==> config.mk <==
export PLATFORM = sky130hd
export DESIGN_NAME = tie_core
export DESIGN_NICKNAME = d
export VERILOG_FILES = /design/src/common/tie_pkg.sv /design/src/core/tie_limit.sv /design/src/core/tie_core.sv
export SDC_FILE = /design/constraint.sdc
export NUM_CORES = 1
export LEC_CHECK = 0
export ABC_CLOCK_PERIOD_IN_PS = 3500
export CAP_MARGIN = 10
export CORE_MARGIN = 3
export CORE_UTILIZATION = 65
export CTS_CLUSTER_SIZE = 14
export DETAILED_ROUTE_END_ITERATION = 7
export DONT_BUFFER_PORTS = 1
export MAX_ROUTING_LAYER = met4
export PLACE_DENSITY_LB_ADDON = 0.2
export SETUP_SLACK_MARGIN = 0.3
export SLEW_MARGIN = 5
export SYNTH_ARGS = -nofsm -noshare
export SYNTH_HDL_FRONTEND = slang
export SYNTH_SLANG_ARGS = --single-unit
==> constraint.sdc <==
create_clock -name ref_clk -period 3.5 [get_ports ref_clk]
set_clock_uncertainty 0.2 [all_clocks]
set_input_delay 0.175 -clock ref_clk [delete_from_list [all_inputs] [get_ports ref_clk]]
set_output_delay 0.175 -clock ref_clk [all_outputs]
set_load 0.05 [all_outputs]
==> src/common/tie_pkg.sv <==
// package of constants and types for the threshold and interrupt enable block
package tie_pkg;

	// ****************************************
	// register map
	// ****************************************
	localparam logic [7:0] TIE_OFS_LIMIT1_HIGH = 8'h52;
	localparam logic [7:0] TIE_OFS_LIMIT1_LOW = 8'h53;
	localparam logic [7:0] TIE_OFS_LIMIT2_HIGH = 8'h54;
	localparam logic [7:0] TIE_OFS_LIMIT2_LOW = 8'h55;
	localparam logic [7:0] TIE_OFS_EN_PRIMARY = 8'h58;
	localparam logic [7:0] TIE_OFS_EN_SECONDARY = 8'h59;
	localparam logic [7:0] TIE_OFS_VARIANT = 8'hFF;

	// ****************************************
	// reset values and writable bit masks
	// ****************************************
	localparam logic [7:0] TIE_RST_HIGH = 8'hFF;
	localparam logic [7:0] TIE_RST_LOW = 8'h00;
	localparam logic [7:0] TIE_RST_EN = 8'h00;
	localparam logic [7:0] TIE_MASK_EN_PRIMARY = 8'hFE;
	localparam logic [7:0] TIE_MASK_EN_SECONDARY = 8'h8F;

	// ****************************************
	// field positions
	// ****************************************
	localparam int TIE_BIT_ALMOST_FULL = 7;
	localparam int TIE_BIT_FRAME_READY = 6;
	localparam int TIE_BIT_DATA_READY = 5;
	localparam int TIE_BIT_AMBIENT_OVF = 4;
	localparam int TIE_BIT_EXPOSURE_OVF = 3;
	localparam int TIE_BIT_LIMIT_TWO = 2;
	localparam int TIE_BIT_LIMIT_ONE = 1;
	localparam int TIE_BIT_INVALID_CFG = 7;
	localparam int TIE_BIT_EMITTER4 = 3;
	localparam int TIE_BIT_EMITTER3 = 2;
	localparam int TIE_BIT_EMITTER2 = 1;
	localparam int TIE_BIT_EMITTER1 = 0;

	// ****************************************
	// threshold scaling and sample counts
	// ****************************************
	localparam int TIE_LIMIT_SHIFT = 11;
	localparam int TIE_CODE_W = 20;
	localparam logic [2:0] TIE_SEL_OFF = 3'h0;
	localparam logic [2:0] TIE_SEL_RESERVED = 3'h7;
	localparam logic [3:0] TIE_CNT_HYST0 = 4'h1;
	localparam logic [3:0] TIE_CNT_HYST1 = 4'h2;
	localparam logic [3:0] TIE_CNT_HYST2 = 4'h4;
	localparam logic [3:0] TIE_CNT_HYST3 = 4'h8;

	typedef struct packed {
		logic wr;
		logic rd;
		logic [7:0] addr;
		logic [7:0] wdata;
	} tie_reg_req_t;

	typedef struct packed {
		logic valid;
		logic [2:0] meas;
		logic [TIE_CODE_W-1:0] code;
	} tie_sample_t;

endpackage

==> src/core/tie_limit.sv <==
// one threshold-crossing detector with consecutive-sample qualification
`timescale 1ns/10ps
module tie_limit #(
	parameter int CODE_W = tie_pkg::TIE_CODE_W
) (
	input wire logic ref_clk, // device clock
	input wire logic rst, // synchronous reset, high
	input wire tie_pkg::tie_sample_t sample, // measurement result stream
	input wire logic [2:0] source_select, // measurement watched, 0 and 7 off
	input wire logic [1:0] sample_count_sel, // consecutive sample code
	input wire logic [7:0] high_code, // upper limit, units of 2048
	input wire logic [7:0] low_code, // lower limit, units of 2048
	output logic cross_set_q // one-cycle crossing event
);

	// ****************************************
	// state
	// ****************************************
	typedef enum logic [1:0] {
		TIE_ST_INSIDE = 2'b01,
		TIE_ST_OUTSIDE = 2'b10
	} tie_lim_state_t;

	typedef struct packed {
		tie_lim_state_t st;
		logic [3:0] run;
		logic set;
	} tie_lim_t;

	tie_lim_t s_q;
	tie_lim_t s_d;
	logic [CODE_W-1:0] low_lim;
	logic [CODE_W-1:0] high_lim;
	logic active;
	logic outside;
	logic [3:0] needed;

	function automatic logic [3:0] run_needed(input logic [1:0] sel);
		case (sel)
			2'h0: run_needed = tie_pkg::TIE_CNT_HYST0;
			2'h1: run_needed = tie_pkg::TIE_CNT_HYST1;
			2'h2: run_needed = tie_pkg::TIE_CNT_HYST2;
			default: run_needed = tie_pkg::TIE_CNT_HYST3;
		endcase
	endfunction

	assign low_lim = CODE_W'({low_code, 11'h000});
	assign high_lim = CODE_W'({high_code, 11'h000});
	assign active = sample.valid && (sample.meas == source_select) &&
		(source_select != tie_pkg::TIE_SEL_OFF) && (source_select != tie_pkg::TIE_SEL_RESERVED);
	// a zero limit field switches that side of the check off
	assign outside = ((low_code != 8'h00) && (sample.code < low_lim)) ||
		((high_code != 8'h00) && (sample.code > high_lim));
	assign needed = run_needed(sample_count_sel);

	always_comb begin
		s_d = s_q;
		s_d.set = 1'b0;
		case (s_q.st)
			TIE_ST_INSIDE: begin
				if (active && outside) begin
					if (s_q.run + 4'h1 >= needed) begin
						s_d.set = 1'b1;
						s_d.st = TIE_ST_OUTSIDE;
						s_d.run = 4'h0;
					end else begin
						s_d.run = s_q.run + 4'h1;
					end
				end else if (active) begin
					s_d.run = 4'h0;
				end
			end
			// one event per excursion; re-armed by a sample back inside the limits
			TIE_ST_OUTSIDE: begin
				if (active && !outside) begin
					s_d.st = TIE_ST_INSIDE;
				end
			end
			default: begin
				s_d.st = TIE_ST_INSIDE;
				s_d.run = 4'h0;
			end
		endcase
	end

	always_ff @(posedge ref_clk) begin
		if (rst) begin
			s_q <= '{st: TIE_ST_INSIDE, run: 4'h0, set: 1'b0};
		end else begin
			s_q <= s_d;
		end
	end

	assign cross_set_q = s_q.set;

	// ****************************************
	// checks
	// ****************************************
	lower_off_a: assert property (@(posedge ref_clk) disable iff (rst)
		(active && low_code == 8'h00 && (high_code == 8'h00 || sample.code <= high_lim)) |=> !s_q.set)
		else $error("crossing flagged below a disabled lower limit");

	immediate_set_a: assert property (@(posedge ref_clk) disable iff (rst)
		(s_q.st == TIE_ST_INSIDE && active && outside && sample_count_sel == 2'h0) |=> s_q.set)
		else $error("immediate crossing not flagged");

	run_bound_a: assert property (@(posedge ref_clk) disable iff (rst)
		s_q.set |-> $past(s_q.run) + 4'h1 >= $past(needed))
		else $error("crossing flagged before enough samples");

endmodule

==> src/core/tie_core.sv <==
// threshold limit registers, interrupt enables and interrupt pin drive
`timescale 1ns/10ps
module tie_core #(
	parameter logic [7:0] VARIANT_CODE = 8'h5A, // arbitrary identification value
	parameter int CODE_W = tie_pkg::TIE_CODE_W
) (
	input wire logic ref_clk, // device clock
	input wire logic rst, // synchronous reset, high
	input wire tie_pkg::tie_reg_req_t reg_req, // register port request
	output logic [7:0] reg_rdata_q, // read data, valid cycle after rd
	input wire logic [7:0] status_primary, // status flags, first status register
	input wire logic [7:0] status_secondary, // status flags, second status register
	input wire tie_pkg::tie_sample_t sample, // measurement results
	input wire logic [2:0] limit_one_source_select, // measurement for first limit
	input wire logic [2:0] limit_two_source_select, // measurement for second limit
	input wire logic [1:0] consecutive_sample_count, // shared sample qualification
	output logic limit_one_cross_flag, // set pulse for first crossing flag
	output logic limit_two_cross_flag, // set pulse for second crossing flag
	output logic irq_out_n // interrupt pin, active low
);

	// ****************************************
	// register state
	// ****************************************
	typedef struct packed {
		logic [1:0][7:0] high_code;
		logic [1:0][7:0] low_code;
		logic [7:0] en_primary;
		logic [7:0] en_secondary;
		logic [7:0] rdata;
		logic irq_n;
	} tie_core_t;

	tie_core_t r_q;
	tie_core_t r_d;
	logic [1:0] cross_set;
	logic [2:0] src_sel [2];
	logic [7:0] pend_primary;
	logic [7:0] pend_secondary;

	function automatic logic hit(input logic [7:0] addr, input logic [7:0] ofs);
		hit = (addr == ofs);
	endfunction

	assign src_sel[0] = limit_one_source_select;
	assign src_sel[1] = limit_two_source_select;

	// ****************************************
	// threshold detectors
	// ****************************************
	genvar gi;
	generate
		for (gi = 0; gi < 2; gi++) begin : g_limit
			tie_limit #(
				.CODE_W(CODE_W)
			) u_limit (
				.ref_clk(ref_clk),
				.rst(rst),
				.sample(sample),
				.source_select(src_sel[gi]),
				.sample_count_sel(consecutive_sample_count),
				.high_code(r_q.high_code[gi]),
				.low_code(r_q.low_code[gi]),
				.cross_set_q(cross_set[gi])
			);
		end
	endgenerate

	// the flags themselves stay set in the status register whatever the enables are;
	// only the gated copy reaches the pin
	assign pend_primary = status_primary & r_q.en_primary;
	assign pend_secondary = status_secondary & r_q.en_secondary;

	// ****************************************
	// next state
	// ****************************************
	always_comb begin
		r_d = r_q;
		if (reg_req.wr) begin
			if (hit(reg_req.addr, tie_pkg::TIE_OFS_LIMIT1_HIGH)) begin
				r_d.high_code[0] = reg_req.wdata;
			end
			if (hit(reg_req.addr, tie_pkg::TIE_OFS_LIMIT1_LOW)) begin
				r_d.low_code[0] = reg_req.wdata;
			end
			if (hit(reg_req.addr, tie_pkg::TIE_OFS_LIMIT2_HIGH)) begin
				r_d.high_code[1] = reg_req.wdata;
			end
			if (hit(reg_req.addr, tie_pkg::TIE_OFS_LIMIT2_LOW)) begin
				r_d.low_code[1] = reg_req.wdata;
			end
			if (hit(reg_req.addr, tie_pkg::TIE_OFS_EN_PRIMARY)) begin
				r_d.en_primary = reg_req.wdata & tie_pkg::TIE_MASK_EN_PRIMARY;
			end
			if (hit(reg_req.addr, tie_pkg::TIE_OFS_EN_SECONDARY)) begin
				r_d.en_secondary = reg_req.wdata & tie_pkg::TIE_MASK_EN_SECONDARY;
			end
			// identification register has no write path
		end
		if (reg_req.rd) begin
			case (reg_req.addr)
				tie_pkg::TIE_OFS_LIMIT1_HIGH: r_d.rdata = r_q.high_code[0];
				tie_pkg::TIE_OFS_LIMIT1_LOW: r_d.rdata = r_q.low_code[0];
				tie_pkg::TIE_OFS_LIMIT2_HIGH: r_d.rdata = r_q.high_code[1];
				tie_pkg::TIE_OFS_LIMIT2_LOW: r_d.rdata = r_q.low_code[1];
				tie_pkg::TIE_OFS_EN_PRIMARY: r_d.rdata = r_q.en_primary;
				tie_pkg::TIE_OFS_EN_SECONDARY: r_d.rdata = r_q.en_secondary;
				tie_pkg::TIE_OFS_VARIANT: r_d.rdata = VARIANT_CODE;
				default: r_d.rdata = 8'h00;
			endcase
		end
		// routes each enabled flag onto the one active-low pin
		r_d.irq_n = ~(|pend_primary | |pend_secondary);
	end

	always_ff @(posedge ref_clk) begin
		if (rst) begin
			r_q.high_code <= {tie_pkg::TIE_RST_HIGH, tie_pkg::TIE_RST_HIGH};
			r_q.low_code <= {tie_pkg::TIE_RST_LOW, tie_pkg::TIE_RST_LOW};
			r_q.en_primary <= tie_pkg::TIE_RST_EN;
			r_q.en_secondary <= tie_pkg::TIE_RST_EN;
			r_q.rdata <= 8'h00;
			r_q.irq_n <= 1'b1;
		end else begin
			r_q <= r_d;
		end
	end

	assign reg_rdata_q = r_q.rdata;
	assign irq_out_n = r_q.irq_n;
	assign limit_one_cross_flag = cross_set[0];
	assign limit_two_cross_flag = cross_set[1];

	// ****************************************
	// checks
	// ****************************************
	almost_full_a: assert property (@(posedge ref_clk) disable iff (rst)
		(status_primary[tie_pkg::TIE_BIT_ALMOST_FULL] && r_q.en_primary[tie_pkg::TIE_BIT_ALMOST_FULL])
		|=> !irq_out_n)
		else $error("almost-full did not raise interrupt");

	frame_ready_a: assert property (@(posedge ref_clk) disable iff (rst)
		(status_primary[tie_pkg::TIE_BIT_FRAME_READY] && r_q.en_primary[tie_pkg::TIE_BIT_FRAME_READY])
		|=> !irq_out_n)
		else $error("frame-ready did not raise interrupt");

	data_ready_a: assert property (@(posedge ref_clk) disable iff (rst)
		(status_primary[tie_pkg::TIE_BIT_DATA_READY] && r_q.en_primary[tie_pkg::TIE_BIT_DATA_READY])
		|=> !irq_out_n)
		else $error("data-ready did not raise interrupt");

	ambient_ovf_a: assert property (@(posedge ref_clk) disable iff (rst)
		(status_primary[tie_pkg::TIE_BIT_AMBIENT_OVF] && r_q.en_primary[tie_pkg::TIE_BIT_AMBIENT_OVF])
		|=> !irq_out_n)
		else $error("ambient overflow did not raise interrupt");

	exposure_ovf_a: assert property (@(posedge ref_clk) disable iff (rst)
		(status_primary[tie_pkg::TIE_BIT_EXPOSURE_OVF] && r_q.en_primary[tie_pkg::TIE_BIT_EXPOSURE_OVF])
		|=> !irq_out_n)
		else $error("exposure overflow did not raise interrupt");

	limit_two_a: assert property (@(posedge ref_clk) disable iff (rst)
		(status_primary[tie_pkg::TIE_BIT_LIMIT_TWO] && r_q.en_primary[tie_pkg::TIE_BIT_LIMIT_TWO])
		|=> !irq_out_n)
		else $error("second crossing did not raise interrupt");

	limit_one_a: assert property (@(posedge ref_clk) disable iff (rst)
		(status_primary[tie_pkg::TIE_BIT_LIMIT_ONE] && r_q.en_primary[tie_pkg::TIE_BIT_LIMIT_ONE])
		|=> !irq_out_n)
		else $error("first crossing did not raise interrupt");

	invalid_cfg_a: assert property (@(posedge ref_clk) disable iff (rst)
		(status_secondary[tie_pkg::TIE_BIT_INVALID_CFG] && r_q.en_secondary[tie_pkg::TIE_BIT_INVALID_CFG])
		|=> !irq_out_n)
		else $error("invalid configuration did not raise interrupt");

	emitter_four_a: assert property (@(posedge ref_clk) disable iff (rst)
		(status_secondary[tie_pkg::TIE_BIT_EMITTER4] && r_q.en_secondary[tie_pkg::TIE_BIT_EMITTER4])
		|=> !irq_out_n)
		else $error("emitter four did not raise interrupt");

	emitter_three_a: assert property (@(posedge ref_clk) disable iff (rst)
		(status_secondary[tie_pkg::TIE_BIT_EMITTER3] && r_q.en_secondary[tie_pkg::TIE_BIT_EMITTER3])
		|=> !irq_out_n)
		else $error("emitter three did not raise interrupt");

	emitter_two_a: assert property (@(posedge ref_clk) disable iff (rst)
		(status_secondary[tie_pkg::TIE_BIT_EMITTER2] && r_q.en_secondary[tie_pkg::TIE_BIT_EMITTER2])
		|=> !irq_out_n)
		else $error("emitter two did not raise interrupt");

	emitter_one_a: assert property (@(posedge ref_clk) disable iff (rst)
		(status_secondary[tie_pkg::TIE_BIT_EMITTER1] && r_q.en_secondary[tie_pkg::TIE_BIT_EMITTER1])
		|=> !irq_out_n)
		else $error("emitter one did not raise interrupt");

	masked_quiet_a: assert property (@(posedge ref_clk) disable iff (rst)
		(r_q.en_primary == 8'h00 && r_q.en_secondary == 8'h00) |=> irq_out_n)
		else $error("interrupt raised with every enable cleared");

	irq_release_a: assert property (@(posedge ref_clk) disable iff (rst)
		(pend_primary == 8'h00 && pend_secondary == 8'h00) |=> irq_out_n)
		else $error("interrupt held with no enabled flag pending");

	variant_read_a: assert property (@(posedge ref_clk) disable iff (rst)
		(reg_req.rd && reg_req.addr == tie_pkg::TIE_OFS_VARIANT) |=> reg_rdata_q == VARIANT_CODE)
		else $error("identification read returned wrong value");

	unused_bits_a: assert property (@(posedge ref_clk) disable iff (rst)
		(r_q.en_primary[0] == 1'b0) && ((r_q.en_secondary & 8'h70) == 8'h00))
		else $error("unused enable bit became set");

	enable_reset_a: assert property (@(posedge ref_clk)
		$fell(rst) |-> (r_q.en_primary == 8'h00 && r_q.en_secondary == 8'h00 && irq_out_n))
		else $error("enables not cleared by reset");

	// ****************************************
	// register port checks
	// ****************************************
	// a read in the cycle of a write to the same address returns the old value
	low_one_wr_a: assert property (@(posedge ref_clk) disable iff (rst)
		(reg_req.wr && reg_req.addr == tie_pkg::TIE_OFS_LIMIT1_LOW)
		|=> r_q.low_code[0] == $past(reg_req.wdata))
		else $error("first lower limit write lost");

	low_two_wr_a: assert property (@(posedge ref_clk) disable iff (rst)
		(reg_req.wr && reg_req.addr == tie_pkg::TIE_OFS_LIMIT2_LOW)
		|=> r_q.low_code[1] == $past(reg_req.wdata))
		else $error("second lower limit write lost");

	high_one_wr_a: assert property (@(posedge ref_clk) disable iff (rst)
		(reg_req.wr && reg_req.addr == tie_pkg::TIE_OFS_LIMIT1_HIGH)
		|=> r_q.high_code[0] == $past(reg_req.wdata))
		else $error("first upper limit write lost");

	high_two_wr_a: assert property (@(posedge ref_clk) disable iff (rst)
		(reg_req.wr && reg_req.addr == tie_pkg::TIE_OFS_LIMIT2_HIGH)
		|=> r_q.high_code[1] == $past(reg_req.wdata))
		else $error("second upper limit write lost");

	low_one_rd_a: assert property (@(posedge ref_clk) disable iff (rst)
		(reg_req.rd && reg_req.addr == tie_pkg::TIE_OFS_LIMIT1_LOW)
		|=> reg_rdata_q == $past(r_q.low_code[0]))
		else $error("first lower limit read back wrong");

	low_two_rd_a: assert property (@(posedge ref_clk) disable iff (rst)
		(reg_req.rd && reg_req.addr == tie_pkg::TIE_OFS_LIMIT2_LOW)
		|=> reg_rdata_q == $past(r_q.low_code[1]))
		else $error("second lower limit read back wrong");

	high_one_rd_a: assert property (@(posedge ref_clk) disable iff (rst)
		(reg_req.rd && reg_req.addr == tie_pkg::TIE_OFS_LIMIT1_HIGH)
		|=> reg_rdata_q == $past(r_q.high_code[0]))
		else $error("first upper limit read back wrong");

	high_two_rd_a: assert property (@(posedge ref_clk) disable iff (rst)
		(reg_req.rd && reg_req.addr == tie_pkg::TIE_OFS_LIMIT2_HIGH)
		|=> reg_rdata_q == $past(r_q.high_code[1]))
		else $error("second upper limit read back wrong");

	en_primary_wr_a: assert property (@(posedge ref_clk) disable iff (rst)
		(reg_req.wr && reg_req.addr == tie_pkg::TIE_OFS_EN_PRIMARY)
		|=> r_q.en_primary == ($past(reg_req.wdata) & tie_pkg::TIE_MASK_EN_PRIMARY))
		else $error("primary enable write not masked");

	en_secondary_wr_a: assert property (@(posedge ref_clk) disable iff (rst)
		(reg_req.wr && reg_req.addr == tie_pkg::TIE_OFS_EN_SECONDARY)
		|=> r_q.en_secondary == ($past(reg_req.wdata) & tie_pkg::TIE_MASK_EN_SECONDARY))
		else $error("secondary enable write not masked");

	en_primary_rd_a: assert property (@(posedge ref_clk) disable iff (rst)
		(reg_req.rd && reg_req.addr == tie_pkg::TIE_OFS_EN_PRIMARY)
		|=> reg_rdata_q == $past(r_q.en_primary))
		else $error("primary enable read back wrong");

	en_secondary_rd_a: assert property (@(posedge ref_clk) disable iff (rst)
		(reg_req.rd && reg_req.addr == tie_pkg::TIE_OFS_EN_SECONDARY)
		|=> reg_rdata_q == $past(r_q.en_secondary))
		else $error("secondary enable read back wrong");

	variant_write_a: assert property (@(posedge ref_clk) disable iff (rst)
		(reg_req.wr && reg_req.addr == tie_pkg::TIE_OFS_VARIANT)
		|=> ($stable(r_q.high_code) && $stable(r_q.low_code) && $stable(r_q.en_primary) && $stable(r_q.en_secondary)))
		else $error("write to identification changed a register");

	rdata_hold_a: assert property (@(posedge ref_clk) disable iff (rst)
		!reg_req.rd
		|=> $stable(reg_rdata_q))
		else $error("read data changed without a read");

	irq_hold_a: assert property (@(posedge ref_clk) disable iff (rst)
		(!irq_out_n && (pend_primary != 8'h00 || pend_secondary != 8'h00))
		|=> !irq_out_n)
		else $error("interrupt released while an enabled flag is pending");

	irq_seen_c: cover property (@(posedge ref_clk) disable iff (rst) $fell(irq_out_n));
	irq_cleared_c: cover property (@(posedge ref_clk) disable iff (rst) $rose(irq_out_n));
	crossing_c: cover property (@(posedge ref_clk) disable iff (rst) limit_one_cross_flag);
	variant_c: cover property (@(posedge ref_clk) disable iff (rst)
		reg_req.rd && reg_req.addr == tie_pkg::TIE_OFS_VARIANT);
	secondary_irq_c: cover property (@(posedge ref_clk) disable iff (rst)
		pend_secondary != 8'h00);

endmodule

==> summary.md, run 1 <==
| Metric | Value |
|---|---|
| Status | `finished clean` |
| R2r endpoint | `g_limit[0].u_limit.s_q[6]$_SDFFE_PP0P_` |
| Worst IR drop on VDD | `0.000407 V` |
| Synth top area cells | `dfxtp_1 31%, ha_1 12%, nand2_1 4.7%` |
| Final worst-path cycle share | `0.811` |
| Die Ht | `87.0 um` |
| Worst min path class | `input pin to register` |
| Clock Tree Buf Depth | `2` |
| Total negative slack | `0 ps` |
| Clock Latency Late Sink | `350 ps` |
| Max_slew headroom | `0.570` |
| Reg clk slew, reported paths | `80 ps` |
| Ports | `79` |
| PortBufs | `0` |
| Dpl hpwl | `8360 um` |
| Syn Std Cell Area | `4270 sq um` |
| Post-route ant nets | `0` |
| CTS tree | `done` |
| 1st-iter DRT viols | `427` |
| Peak Freq | `352 MHz` |
| Average instance area after synthesis | `8.39 sq um` |
| Worst r2r path cells | `8` |
| Finish-stage setup viols | `0` |
| H-tree levels | `3` |
| Clk sinks | `67` |
| Hold Violations, Final | `0` |
| Via density per instance | `6.70` |
| Seq cells post-synth | `67` |
| Residual DRC | `0` |
| Vias in the first global route | `3959` |
| Slew @ Worst Pin | `636 ps` |
| Critical path endpoint category | `register` |
| Count leader, synth | `dfxtp_1` |
| Worst Hold End | `g_limit[1].u_limit.s_q[6]$_SDFFE_PP0P_` |
| Fill count | `430` |
| Largest net degree at the start of global routing | `63` |
| Synth Instances | `509` |
| GRT Residual Overflow | `0` |
| Antenna diode instance count | `0` |
| DR WL/cell | `20.2 um` |
| Layout cell share with drive strength beyond 1 | `0.0528` |
| Die X | `87.0 um` |
| Antenna violations before repair | `0` |
| CP Cell Sequence | `inv_1 > ha_1 > and4b_1 > and3_1 > a221oi_1 > o22ai_1 > nor2_1 > a2111oi_0` |
| CP startpoint kind | `register` |
| Flop-to-flop setup slack | `660 ps` |
| Site Rows | `28` |
| Hold path cells | `3` |
| Root Buffer | `clkbuf_8` |
| Final WS setup | `662 ps` |
| CP max stage cell | `a2111oi_0` |
| Crit Reg-Reg Startpoint | `r_q[48]$_SDFFE_PP1P_` |
| Sequential share of the synthesized area | `0.314` |
| GPL Wtd Cong | `0.955` |
| Final Max Tran Viols | `0` |
| RSZ-0062 raised after global routing | `false` |
| Pleak | `0.00192 uW` |
| GRT Total Usage | `0.341` |
| Worst path arrival time | `2830 ps` |
| Core area | `6130 sq um` |
| Power Dens Cells | `347 nW/um^2` |
| Yosys warns | `0` |
| Hold Worst Slack | `21.2 ps` |
| Syn nets | `617` |
| TritonCTS Buffers | `9` |
| Global-route wire length before repair | `19400 um` |
| Largest stage delay on the critical path | `570 ps` |
| Post-route minimum period | `2840 ps` |
| Post-synthesis async set-or-reset flop share | `0` |
| Top post-synthesis cells by count | `67 x dfxtp_1, 54 x nand2_1, 40 x ha_1` |
| # nets final | `633` |
| Top-area cell type share of the netlist area | `0.314` |
| Worst slack at placement | `990 ps` |
| Die area | `7580 sq um` |
| Starting Density | `0.696` |
| Hold path startpoint | `sample[23]` |
| Max cap viols | `0` |
| Dominant cell type by area after synthesis | `dfxtp_1` |
| Post-cts resize count | `0` |
| Area delta synth->final | `12.0%` |
| Initial DRT Pass Iterations | `6` |
| Yosys cell types | `64` |
| Critical path fanouts, max | `5` |
| Post-CTS Setup Inserts | `0` |
| Ys flop type | `dfxtp_1` |
| DR vias | `4051` |
| Wirelength, routed | `12200 um` |
| Crit path required time | `3490 ps` |
| Crit path kind | `register to register` |
| Number of synthesized flops with an enable pin | `0` |
[flip-flops by register name, summed over array words and instances (netlist names)]
register and flops:
r_q 44, reg_rdata_q 8, irq_out_n 1, g_limit.u_limit.s_q 12, g_limit.u_limit.cross_set_q 2
[cell usage in the layout (no fill, tap or decap), drive strengths merged, types with 12 or more instances in the layout]
cell and instances:
o21ai 16, nand3 26, mux2i 16, nand2 54
ha 40, inv 41, a211o 12, nor2 38
dfxtp 67, dlygate4sd3 30, a21oi 28
[through the flow]
| step | area [sq um] | utilization | std cells | total power (uW) |
|---|---|---|---|---|
| 2_1_floorplan | 4270 | - | 509 | 879 |
| 3_3_place_gp | 4230 | 0.690 | 558 | 874 |
| 3_5_place_dp | 4230 | 0.690 | 558 | 880 |
| 4_1_cts | 4780 | 0.780 | 605 | 1650 |
| 5_1_grt | 4780 | 0.780 | 605 | 1710 |
| 6_report | 4780 | 0.780 | 605 | 1660 |
[power breakdown]
part | internal [uW] | switching, uW | total [uW]
clock | 428 | 324 | 752
combinational | 63.6 | 77.4 | 141
sequential | 763 | 2.09 | 765
[per-layer routing]
metal / up-vias / wire length [um] / part of all wire / GRT usage
met4: 0 / 366 / 0.030 / 0.142
met3: 35 / 1190 / 0.097 / 0.0965
met5: - / 0 / 0 / -
li1: 1889 / - / - / -
met2: 210 / 5970 / 0.49 / 0.554
met1: 1917 / 4680 / 0.38 / 0.394
[worst max path at each step]
stage / start / endpoint / slack, ps / depth (start not counted)
5_1_grt: r_q[48]$_SDFFE_PP1P_ / g_limit[0].u_limit.s_q[6]$_SDFFE_PP0P_ / 540 / 8
3_3_place_gp: r_q[48]$_SDFFE_PP1P_ / g_limit[0].u_limit.s_q[5]$_SDFFE_PP1P_ / 1040 / 8
6_report: r_q[48]$_SDFFE_PP1P_ / g_limit[0].u_limit.s_q[6]$_SDFFE_PP0P_ / 660 / 8
2_1_floorplan: g_limit[0].u_limit.s_q[1]$_SDFFE_PP0P_ / g_limit[0].u_limit.s_q[3]$_SDFFE_PP0P_ / 1350 / 7
3_5_place_dp: r_q[48]$_SDFFE_PP1P_ / g_limit[0].u_limit.s_q[5]$_SDFFE_PP1P_ / 990 / 8
4_1_cts: r_q[48]$_SDFFE_PP1P_ / g_limit[0].u_limit.s_q[6]$_SDFFE_PP0P_ / 790 / 8
[cell families after synthesis]
group	Yosys count	share of synthesized area
flops	67	0.314
xor+xnor	7	0.0144
buf+inv	66	0.0677
compound gates	127	0.218
mux	18	0.0428
fa+ha+maj	40	0.117
simple gates	184	0.225
[timing repair]
item | in CTS | in global routing
hold endpoints to repair | 63 | 0
hold buffers | 31 | 0
endpoints found under the setup margin | 0 | 0
[cell type report]
type                       instances  area (sq um)  area share
clock buffer                      10           138      0.0288
sequential                        67          1340       0.281
timing repair buffer              32           328      0.0686
tap                               75          93.8      0.0196
inverter                          39           146      0.0306
clock inverter                     6          95.1      0.0199
multi-input combinational        376          2640       0.552
[critical path, delay by kind of cell, from the launching register on]
family / cells / cell delay [ps]
AOI/OAI and AO/OA: 3 / 1140
and+or+nand+nor: 3 / 550
DFF: 1 / 420
adders and majority gates: 1 / 290
buffers and inverters: 1 / 70
Power figures use the tool's default switching activity.
==> run 2, diff against run 1 <==
ABC_AREA = 1   (was unset)
ABC_CLOCK_PERIOD_IN_PS = 2700   (was 3500)
CORE_UTILIZATION = 64   (was 65)
clock period = 2.7 ns   (was 3.5 ns; I/O delays follow)
==> run 2 against run 1 <==
Against the previous run:
- total power increased by 37%
- combinational power increased by 72%
- wire length decreased by 5.3%
- register-to-register slack got worse by 110 ps
- clock power increased by 37%
- global-route usage decreased by 2.1 points
- critical path depth increased by 3
- design area increased by 0.63%
- sequential power increased by 31%
- non-clock buffer count decreased by 3
- sequential share of layout area decreased by 0.18 points
- critical path type is now input pin to register
- critical endpoint is now reg_rdata_q[4]$_SDFFE_PP0P_
- highest routed layer unchanged
==> summary.md, run 2 <==
| Metric | Value |
|---|---|
| Sequential share of the synthesized area | `0.311 (-0.00319)` |
| GPL Wtd Cong | `0.894 (-6.4%)` |
| Footprint of the multi-input gates | `2510 sq um (-4.7%)` |
| Initial DRT Pass Iterations | `5 (-1)` |
| DR WL/cell | `15.8 um (-22%)` |
| Top Usage Layer GRT | `met2` |
| Worst min path class | `input pin to register` |
| Final WS setup | `508 ps (-154 ps)` |
| Crit path required time | `2810 ps (-680 ps)` |
| Count leader, synth | `nand2_1` |
| R2r endpoint | `g_limit[0].u_limit.s_q[3]$_SDFFE_PP0P_` |
| Syn nets | `740 (+20%)` |
| Critical path fanouts, max | `10 (+5)` |
| Sw Pwr | `571 uW (+42%)` |
| Worst path arrival time | `2300 ps (-530 ps)` |
| Crit Reg-Reg Startpoint | `g_limit[0].u_limit.s_q[1]$_SDFFE_PP0P_` |
| Crit path depth | `11 (+3)` |
| Via density per instance | `5.88 (-12%)` |
| Comb pwr share | `0.107 (+0.022)` |
| Core area | `6420 sq um (+4.8%)` |
| Buf/Inv on CP | `2 (+1)` |
| H-tree levels | `3 (unchanged)` |
| TritonCTS Buffers | `9 (unchanged)` |
| Site Rows | `29 (+3.6%)` |
| Die area | `7760 sq um (+2.4%)` |
| Dpl hpwl | `8490 um (+1.5%)` |
| Average instance area after synthesis | `6.82 sq um (-19%)` |
| Max cap viols | `0 (unchanged)` |
| CP startpoint kind | `input pin` |
| Layout cell share with drive strength beyond 1 | `0.0672 (+0.0143)` |
| Worst IR drop on VDD | `0.000307 V (-25%)` |
| Commonest non-fill, non-tap cell in the layout | `nand2_1` |
| Largest register FFs | `44 (unchanged)` |
| Starting Density | `0.672 (-0.0248)` |
| RSZ-0062 raised after global routing | `false` |
| Pleak | `0.00223 uW (+16%)` |
| Residual DRC | `0 (unchanged)` |
| GR Layer Usage met1 | `0.376 (-0.0181)` |
| CP Cell Sequence | `dlygate4sd3_1 > nor3_4 > nand2_2 > nor2_8 > nand2_1 > o21ai_1 > nor2_1 > nand2_1 > nand2_1 > a21oi_1 > dlygate4sd3_1` |
| Biggest register | `r_q` |
| Reg clk slew, reported paths | `80 ps (about the same)` |
| Net Sw Frac | `0.251 (+0.00798)` |
| Antenna diode instance count | `0 (unchanged)` |
| Crit path kind | `input pin to register` |
| GRT Total Usage | `0.320 (-0.0205)` |
| Syn Std Cell Area | `4310 sq um (+1.0%)` |
| Global Route met2 Usage | `0.530 (-0.0240)` |
| CP delay by family, top | `buffers and inverters` |
| Largest stage delay on the critical path | `580 ps (about the same)` |
| Root Buffer | `clkbuf_8` |
| DR vias | `4307 (+6.3%)` |
| Ys flop type | `dfxtp_1` |
| Die Ht | `88.1 um (+1.2%)` |
| Number of synthesized flops with an enable pin | `0 (unchanged)` |
| GRT Residual Overflow | `0 (unchanged)` |
| Synth top area cells | `dfxtp_1 31%, ha_1 12%, nand2_1 11%` |
| Post-route minimum period | `2190 ps` |
| Final worst-path cycle share | `0.812` |
| Finish-stage setup viols | `0 (unchanged)` |
| Critical path endpoint category | `register` |
| Hold Violations, Final | `0 (unchanged)` |
| Non-filler cells, final | `732 (+21%)` |
| Final Max Tran Viols | `0 (unchanged)` |
| Max_slew headroom | `0.655 (+0.0850)` |
| Post-route ant nets | `0 (unchanged)` |
| Fill count | `505 (+17%)` |
| Die X | `88.1 um (+1.2%)` |
| Clock Tree Buf Depth | `2 (unchanged)` |
| # nets final | `758 (+20%)` |
| Clk sinks | `67 (unchanged)` |
| Ports | `79 (unchanged)` |
| Crit path top cell by count | `nand2_1` |
| CTS tree | `done` |
| Top-area cell type share of the netlist area | `0.311 (-0.00319)` |
| Met3 global-route usage | `0.0630 (-0.0335)` |
| 1st-iter DRT viols | `247 (-42%)` |
| Seq cells post-synth | `67 (unchanged)` |
| Slew @ Worst Pin | `516 ps (-120 ps)` |
| Worst slack at placement | `585 ps (-406 ps)` |
| Clock Latency Late Sink | `360 ps (about the same)` |
| Internal Power | `1700 uW (+36%)` |
| Area delta synth->final | `11.5%` |
| PortBufs | `0 (unchanged)` |
| Total negative slack | `0 ps (unchanged)` |
| Power Dens Cells | `472 nW/um^2 (+36%)` |
| Synth Instances | `632 (+24%)` |
| Vias in the first global route | `4078 (+3.0%)` |
| Placed Cells | `688 (+23%)` |
| Dominant cell type by area after synthesis | `dfxtp_1` |
| Antenna violations before repair | `0 (unchanged)` |
| Status | `finished clean` |
| Clock power frac | `0.452 (about the same)` |
| Global-route wire length before repair | `18600 um (-4.4%)` |
| Wirelength, routed | `11600 um (-5.3%)` |
| Tot Pwr | `2270 uW (+37%)` |
| Top post-synthesis cells by count | `124 x nand2_1, 84 x inv_1, 69 x a21oi_1` |
| CP max stage cell | `dlygate4sd3_1` |
| Yosys warns | `0 (unchanged)` |
| Hold path startpoint | `reg_req[9]` |
| Peak Freq | `456 MHz` |
| Worst r2r path cells | `8 (unchanged)` |
| Post-synthesis async set-or-reset flop share | `0 (unchanged)` |
| Hold path cells | `3 (unchanged)` |
| Most frequent cells in the layout | `122 x nand2_1, 84 x inv_1, 69 x a21oi_1, 67 x dfxtp_1, 64 x nor2_1` |
| Largest net degree at the start of global routing | `34 (-46%)` |
| Yosys cell types | `35 (-45%)` |
| Sequential share of power | `0.442 (-0.020)` |
| Register Area | `1340 sq um (unchanged)` |
| Flop-to-flop setup slack | `550 ps (-110 ps)` |
| Worst Hold End | `r_q[46]$_SDFFE_PP1P_` |
-- run 2: routing by layer --
layer | part of all wire | wire, um
met1 | 0.40 | 4640
met2 | 0.47 | 5440
met3 | 0.095 | 1100
met4 | 0.032 | 369
met5 | 0 | 0
-- run 2: worst register-to-register path, delay by kind of cell, from the launching register on --
kind            cells  cell delay (ps)
simple gates        4              620
flops               1              400
fa+ha+maj           1              310
compound gates      2              300
xor+xnor            1              250
-- run 2: cell families (layout without fill, tap and decap cells) --
group | count (synthesis) | in the layout | share of synthesized area
simple gates | 268 | 268 | 0.282
xor+xnor | 4 | 4 | 0.00812
flops | 67 | 67 | 0.311
compound gates | 144 | 144 | 0.176
fa+ha+maj | 40 | 40 | 0.116
buf+inv | 109 | 132 | 0.108
-- run 2: what timing repair did --
action | 4_1_cts | 5_1_grt
buffers inserted | 0 | 3
hold buffers | 25 | 0
setup endpoints to repair | 0 | 2
endpoints found under the hold margin | 65 | 0
resized for setup | 0 | 4
-- run 2: layout make-up --
class / instances / area share
Timing Repair Buffer: 29 / 0.0603
Clock inverter: 6 / 0.0237
Multi-Input combinational cell: 456 / 0.523
Sequential cell: 67 / 0.279
Tap cell: 77 / 0.0200
Clock buffer: 10 / 0.0265
Inverter: 87 / 0.0679
-- run 2: power by group through the flow --
stage / registers, uW / clock network, uW / logic, uW
after floorplan: 1020 / 0 / 162
after global placement: 1030 / 0 / 173
after detailed placement: 1030 / 0 / 183
after CTS: 1000 / 1020 / 235
after global routing: 1000 / 1070 / 277
final: 1000 / 1030 / 242
-- run 2: worst max-delay path by stage --
stage | from | end | slack, ps
floorplan | g_limit[1].u_limit.s_q[1]$_SDFFE_PP0P_ | g_limit[1].u_limit.s_q[4]$_SDFFE_PP0P_ | 790
global placement | g_limit[1].u_limit.s_q[1]$_SDFFE_PP0P_ | g_limit[1].u_limit.s_q[3]$_SDFFE_PP0P_ | 650
detailed placement | g_limit[0].u_limit.s_q[1]$_SDFFE_PP0P_ | g_limit[0].u_limit.s_q[3]$_SDFFE_PP0P_ | 580
CTS | reg_req[13] | reg_rdata_q[4]$_SDFFE_PP0P_ | 430
global route | reg_req[13] | reg_rdata_q[4]$_SDFFE_PP0P_ | 280
finish | reg_req[13] | reg_rdata_q[4]$_SDFFE_PP0P_ | 510
-- run 2: metrics by stage --
stage | hold WS [ps] | instance area [sq um] | util
final | 5.34 | 4810 | 0.749
after global routing | 34.6 | 4810 | 0.749
after CTS | 1.79 | 4780 | 0.744
after detailed placement | 9.30 | 4280 | 0.666
after global placement | 7.16 | 4280 | 0.666
after floorplan | 61.4 | 4310 | -
==> run 3, diff against run 2 <==
ABC_CLOCK_PERIOD_IN_PS = 2120   (was 2700)
clock period = 2.12 ns   (was 2.7 ns; I/O delays follow)
==> run 3 against run 2 <==
Against the previous run:
- worst hold slack better by 4.5 ps
- wire length rose by 13%
- combinational power rose by 60%
- highest routed layer unchanged
- sequential power increased by 27%
- largest power group is now registers
- count of clock-buffer cells in the layout increased by 2
- critical path depth decreased by 3
- die area is the same
- worst setup slack got worse by 400 ps
- via count grew 6.1%
- largest cell class unchanged
- design area up 12%
==> summary.md, run 3 (synthesis results as in run 2) <==
| Metric | Value |
|---|---|
| Status | `finished clean` |
| Largest net degree at the start of global routing | `34 (unchanged)` |
| Site Rows | `29 (unchanged)` |
| Wirelength, routed | `13100 um (+13%)` |
| Ports | `79 (unchanged)` |
| Dpl hpwl | `8400 um (-1.0%)` |
| Flop-to-flop setup slack | `110 ps (-440 ps)` |
| Biggest register | `r_q` |
| Starting Density | `0.672 (unchanged)` |
| Global-route wire length before repair | `19500 um (+4.7%)` |
| Commonest non-fill, non-tap cell in the layout | `nand2_1` |
| Via density per instance | `6.13 (+4.1%)` |
| Area delta synth->final | `24.7%` |
| Die area | `7760 sq um (unchanged)` |
| Peak Freq | `498 MHz` |
| Crit path kind | `register to register` |
| Worst path arrival time | `2090 ps (-210 ps)` |
| Design area | `5380 sq um (+12%)` |
| Finish-stage setup viols | `0 (unchanged)` |
| Layout cell share with drive strength beyond 1 | `0.215 (+0.148)` |
| CP startpoint kind | `register` |
| Root Buffer | `clkbuf_8` |
| 1st-iter DRT viols | `413 (+67%)` |
| DR vias | `4571 (+6.1%)` |
| Worst min path class | `input pin to register` |
| Pleak | `0.00232 uW (+4.0%)` |
| Crit path required time | `2200 ps (-610 ps)` |
| Post-route ant nets | `0 (unchanged)` |
| Final worst-path cycle share | `0.948` |
| Worst IR drop on VDD | `0.000410 V (+34%)` |
| Core area | `6420 sq um (unchanged)` |
| Power Dens Cells | `539 nW/um^2 (+14%)` |
| Die Ht | `88.1 um (unchanged)` |
| Slew @ Worst Pin | `555 ps (+38.9 ps)` |
| DR WL/cell | `17.6 um (+11%)` |
| Antenna violations before repair | `0 (unchanged)` |
| RSZ-0062 raised after global routing | `true` |
| Final Max Tran Viols | `0 (unchanged)` |
| Die X | `88.1 um (unchanged)` |
| Residual DRC | `0 (unchanged)` |
| Worst r2r path cells | `8 (unchanged)` |
| Hold path cells | `4 (+1)` |
| Initial DRT Pass Iterations | `5 (unchanged)` |
| H-tree levels | `3 (unchanged)` |
| Post-route minimum period | `2010 ps` |
| Vias in the first global route | `4293 (+5.3%)` |
| Hold Violations, Final | `0 (unchanged)` |
| Antenna diode instance count | `0 (unchanged)` |
| GRT Total Usage | `0.332 (+0.0118)` |
| Clock Latency Late Sink | `360 ps (about the same)` |
| Placed Area | `4370 sq um (+2.1%)` |
| Critical path fanouts, max | `4 (-6)` |
| Max_slew headroom | `0.626 (-0.0294)` |
| CTS tree | `done` |
| Largest register FFs | `44 (unchanged)` |
| PortBufs | `0 (unchanged)` |
| Clk sinks | `67 (unchanged)` |
| Max cap viols | `0 (unchanged)` |
| # nets final | `772 (+1.8%)` |
| GRT Residual Overflow | `0 (unchanged)` |
| Total negative slack | `0 ps (unchanged)` |
| Clock Tree Buf Depth | `2 (unchanged)` |
| TritonCTS Buffers | `9 (unchanged)` |
| Reg clk slew, reported paths | `70 ps (about the same)` |
| GPL Wtd Cong | `0.902 (+0.91%)` |
| Critical path endpoint category | `register` |
| Most frequent cells in the layout | `116 x nand2_1, 73 x inv_1, 63 x a21oi_1, 58 x o21ai_0, 55 x nor2_1` |
==> run 3: routing by layer <==
metal,track usage,share of wire
met1,0.393,0.39
met4,0.139,0.034
met5,-,0
met3,0.0574,0.093
met2,0.556,0.48
==> run 3: critical path: stages, from the launching register on <==
cell and delay (ps):
dfxtp_4 380, ha_4 160, xor2_2 150, ha_1 330, o211ai_1 130, nand3_2 150, nor2_4 160, nand4_1 140
a21oi_1 150
==> run 3: timing repair <==
action | 4_1_cts | 5_1_grt
endpoints found under the setup margin | 14 | 14
endpoints found under the hold margin | 66 | 0
resized for setup | 44 | 50
pin swaps | 37 | 17
setup buffers | 7 | 5
hold buffers | 26 | 0
==> run 3: path summary, 6_finish.rpt <==
check	start	endpoint
worst max-delay path	g_limit[1].u_limit.s_q[1]$_SDFFE_PP0P_	g_limit[1].u_limit.s_q[2]$_SDFFE_PP0P_
worst min-delay path	reg_req[9]	reg_rdata_q[0]$_SDFFE_PP0P_
worst min register to register	reg_rdata_q[5]$_SDFFE_PP0P_	reg_rdata_q[5]$_SDFFE_PP0P_
worst max register to register	g_limit[1].u_limit.s_q[1]$_SDFFE_PP0P_	g_limit[1].u_limit.s_q[2]$_SDFFE_PP0P_
==> run 3: metrics by stage <==
| step | hold slack (ps) | utilization | worst slack, ps | power [uW] | std cells |
|---|---|---|---|---|---|
| after floorplan | 32.4 | - | 319 | 1520 | 632 |
| final | 9.88 | 0.838 | 110 | 2900 | 746 |
| after detailed placement | -20.1 | 0.680 | 109 | 1550 | 692 |
| after CTS | 2.26 | 0.795 | 196 | 2830 | 741 |
| after global placement | -23.5 | 0.680 | 171 | 1540 | 692 |
| after global routing | 22.5 | 0.838 | 11.7 | 2990 | 746 |
==> run 3: power by group <==
part	internal, uW	total [uW]	switching [uW]
logic	151	386	235
registers	1260	1270	9.44
clock network	725	1240	513
total	2140	2900	758
==> run 3: cell type report <==
cell class / instances / area [sq um]
sequential: 67 / 1380
fill: 395 / 1040
inverter: 87 / 329
clock buffer: 12 / 155
timing repair buffer: 43 / 402
clock inverter: 4 / 72.6
tap: 77 / 96.3
multi-input combinational: 456 / 2950
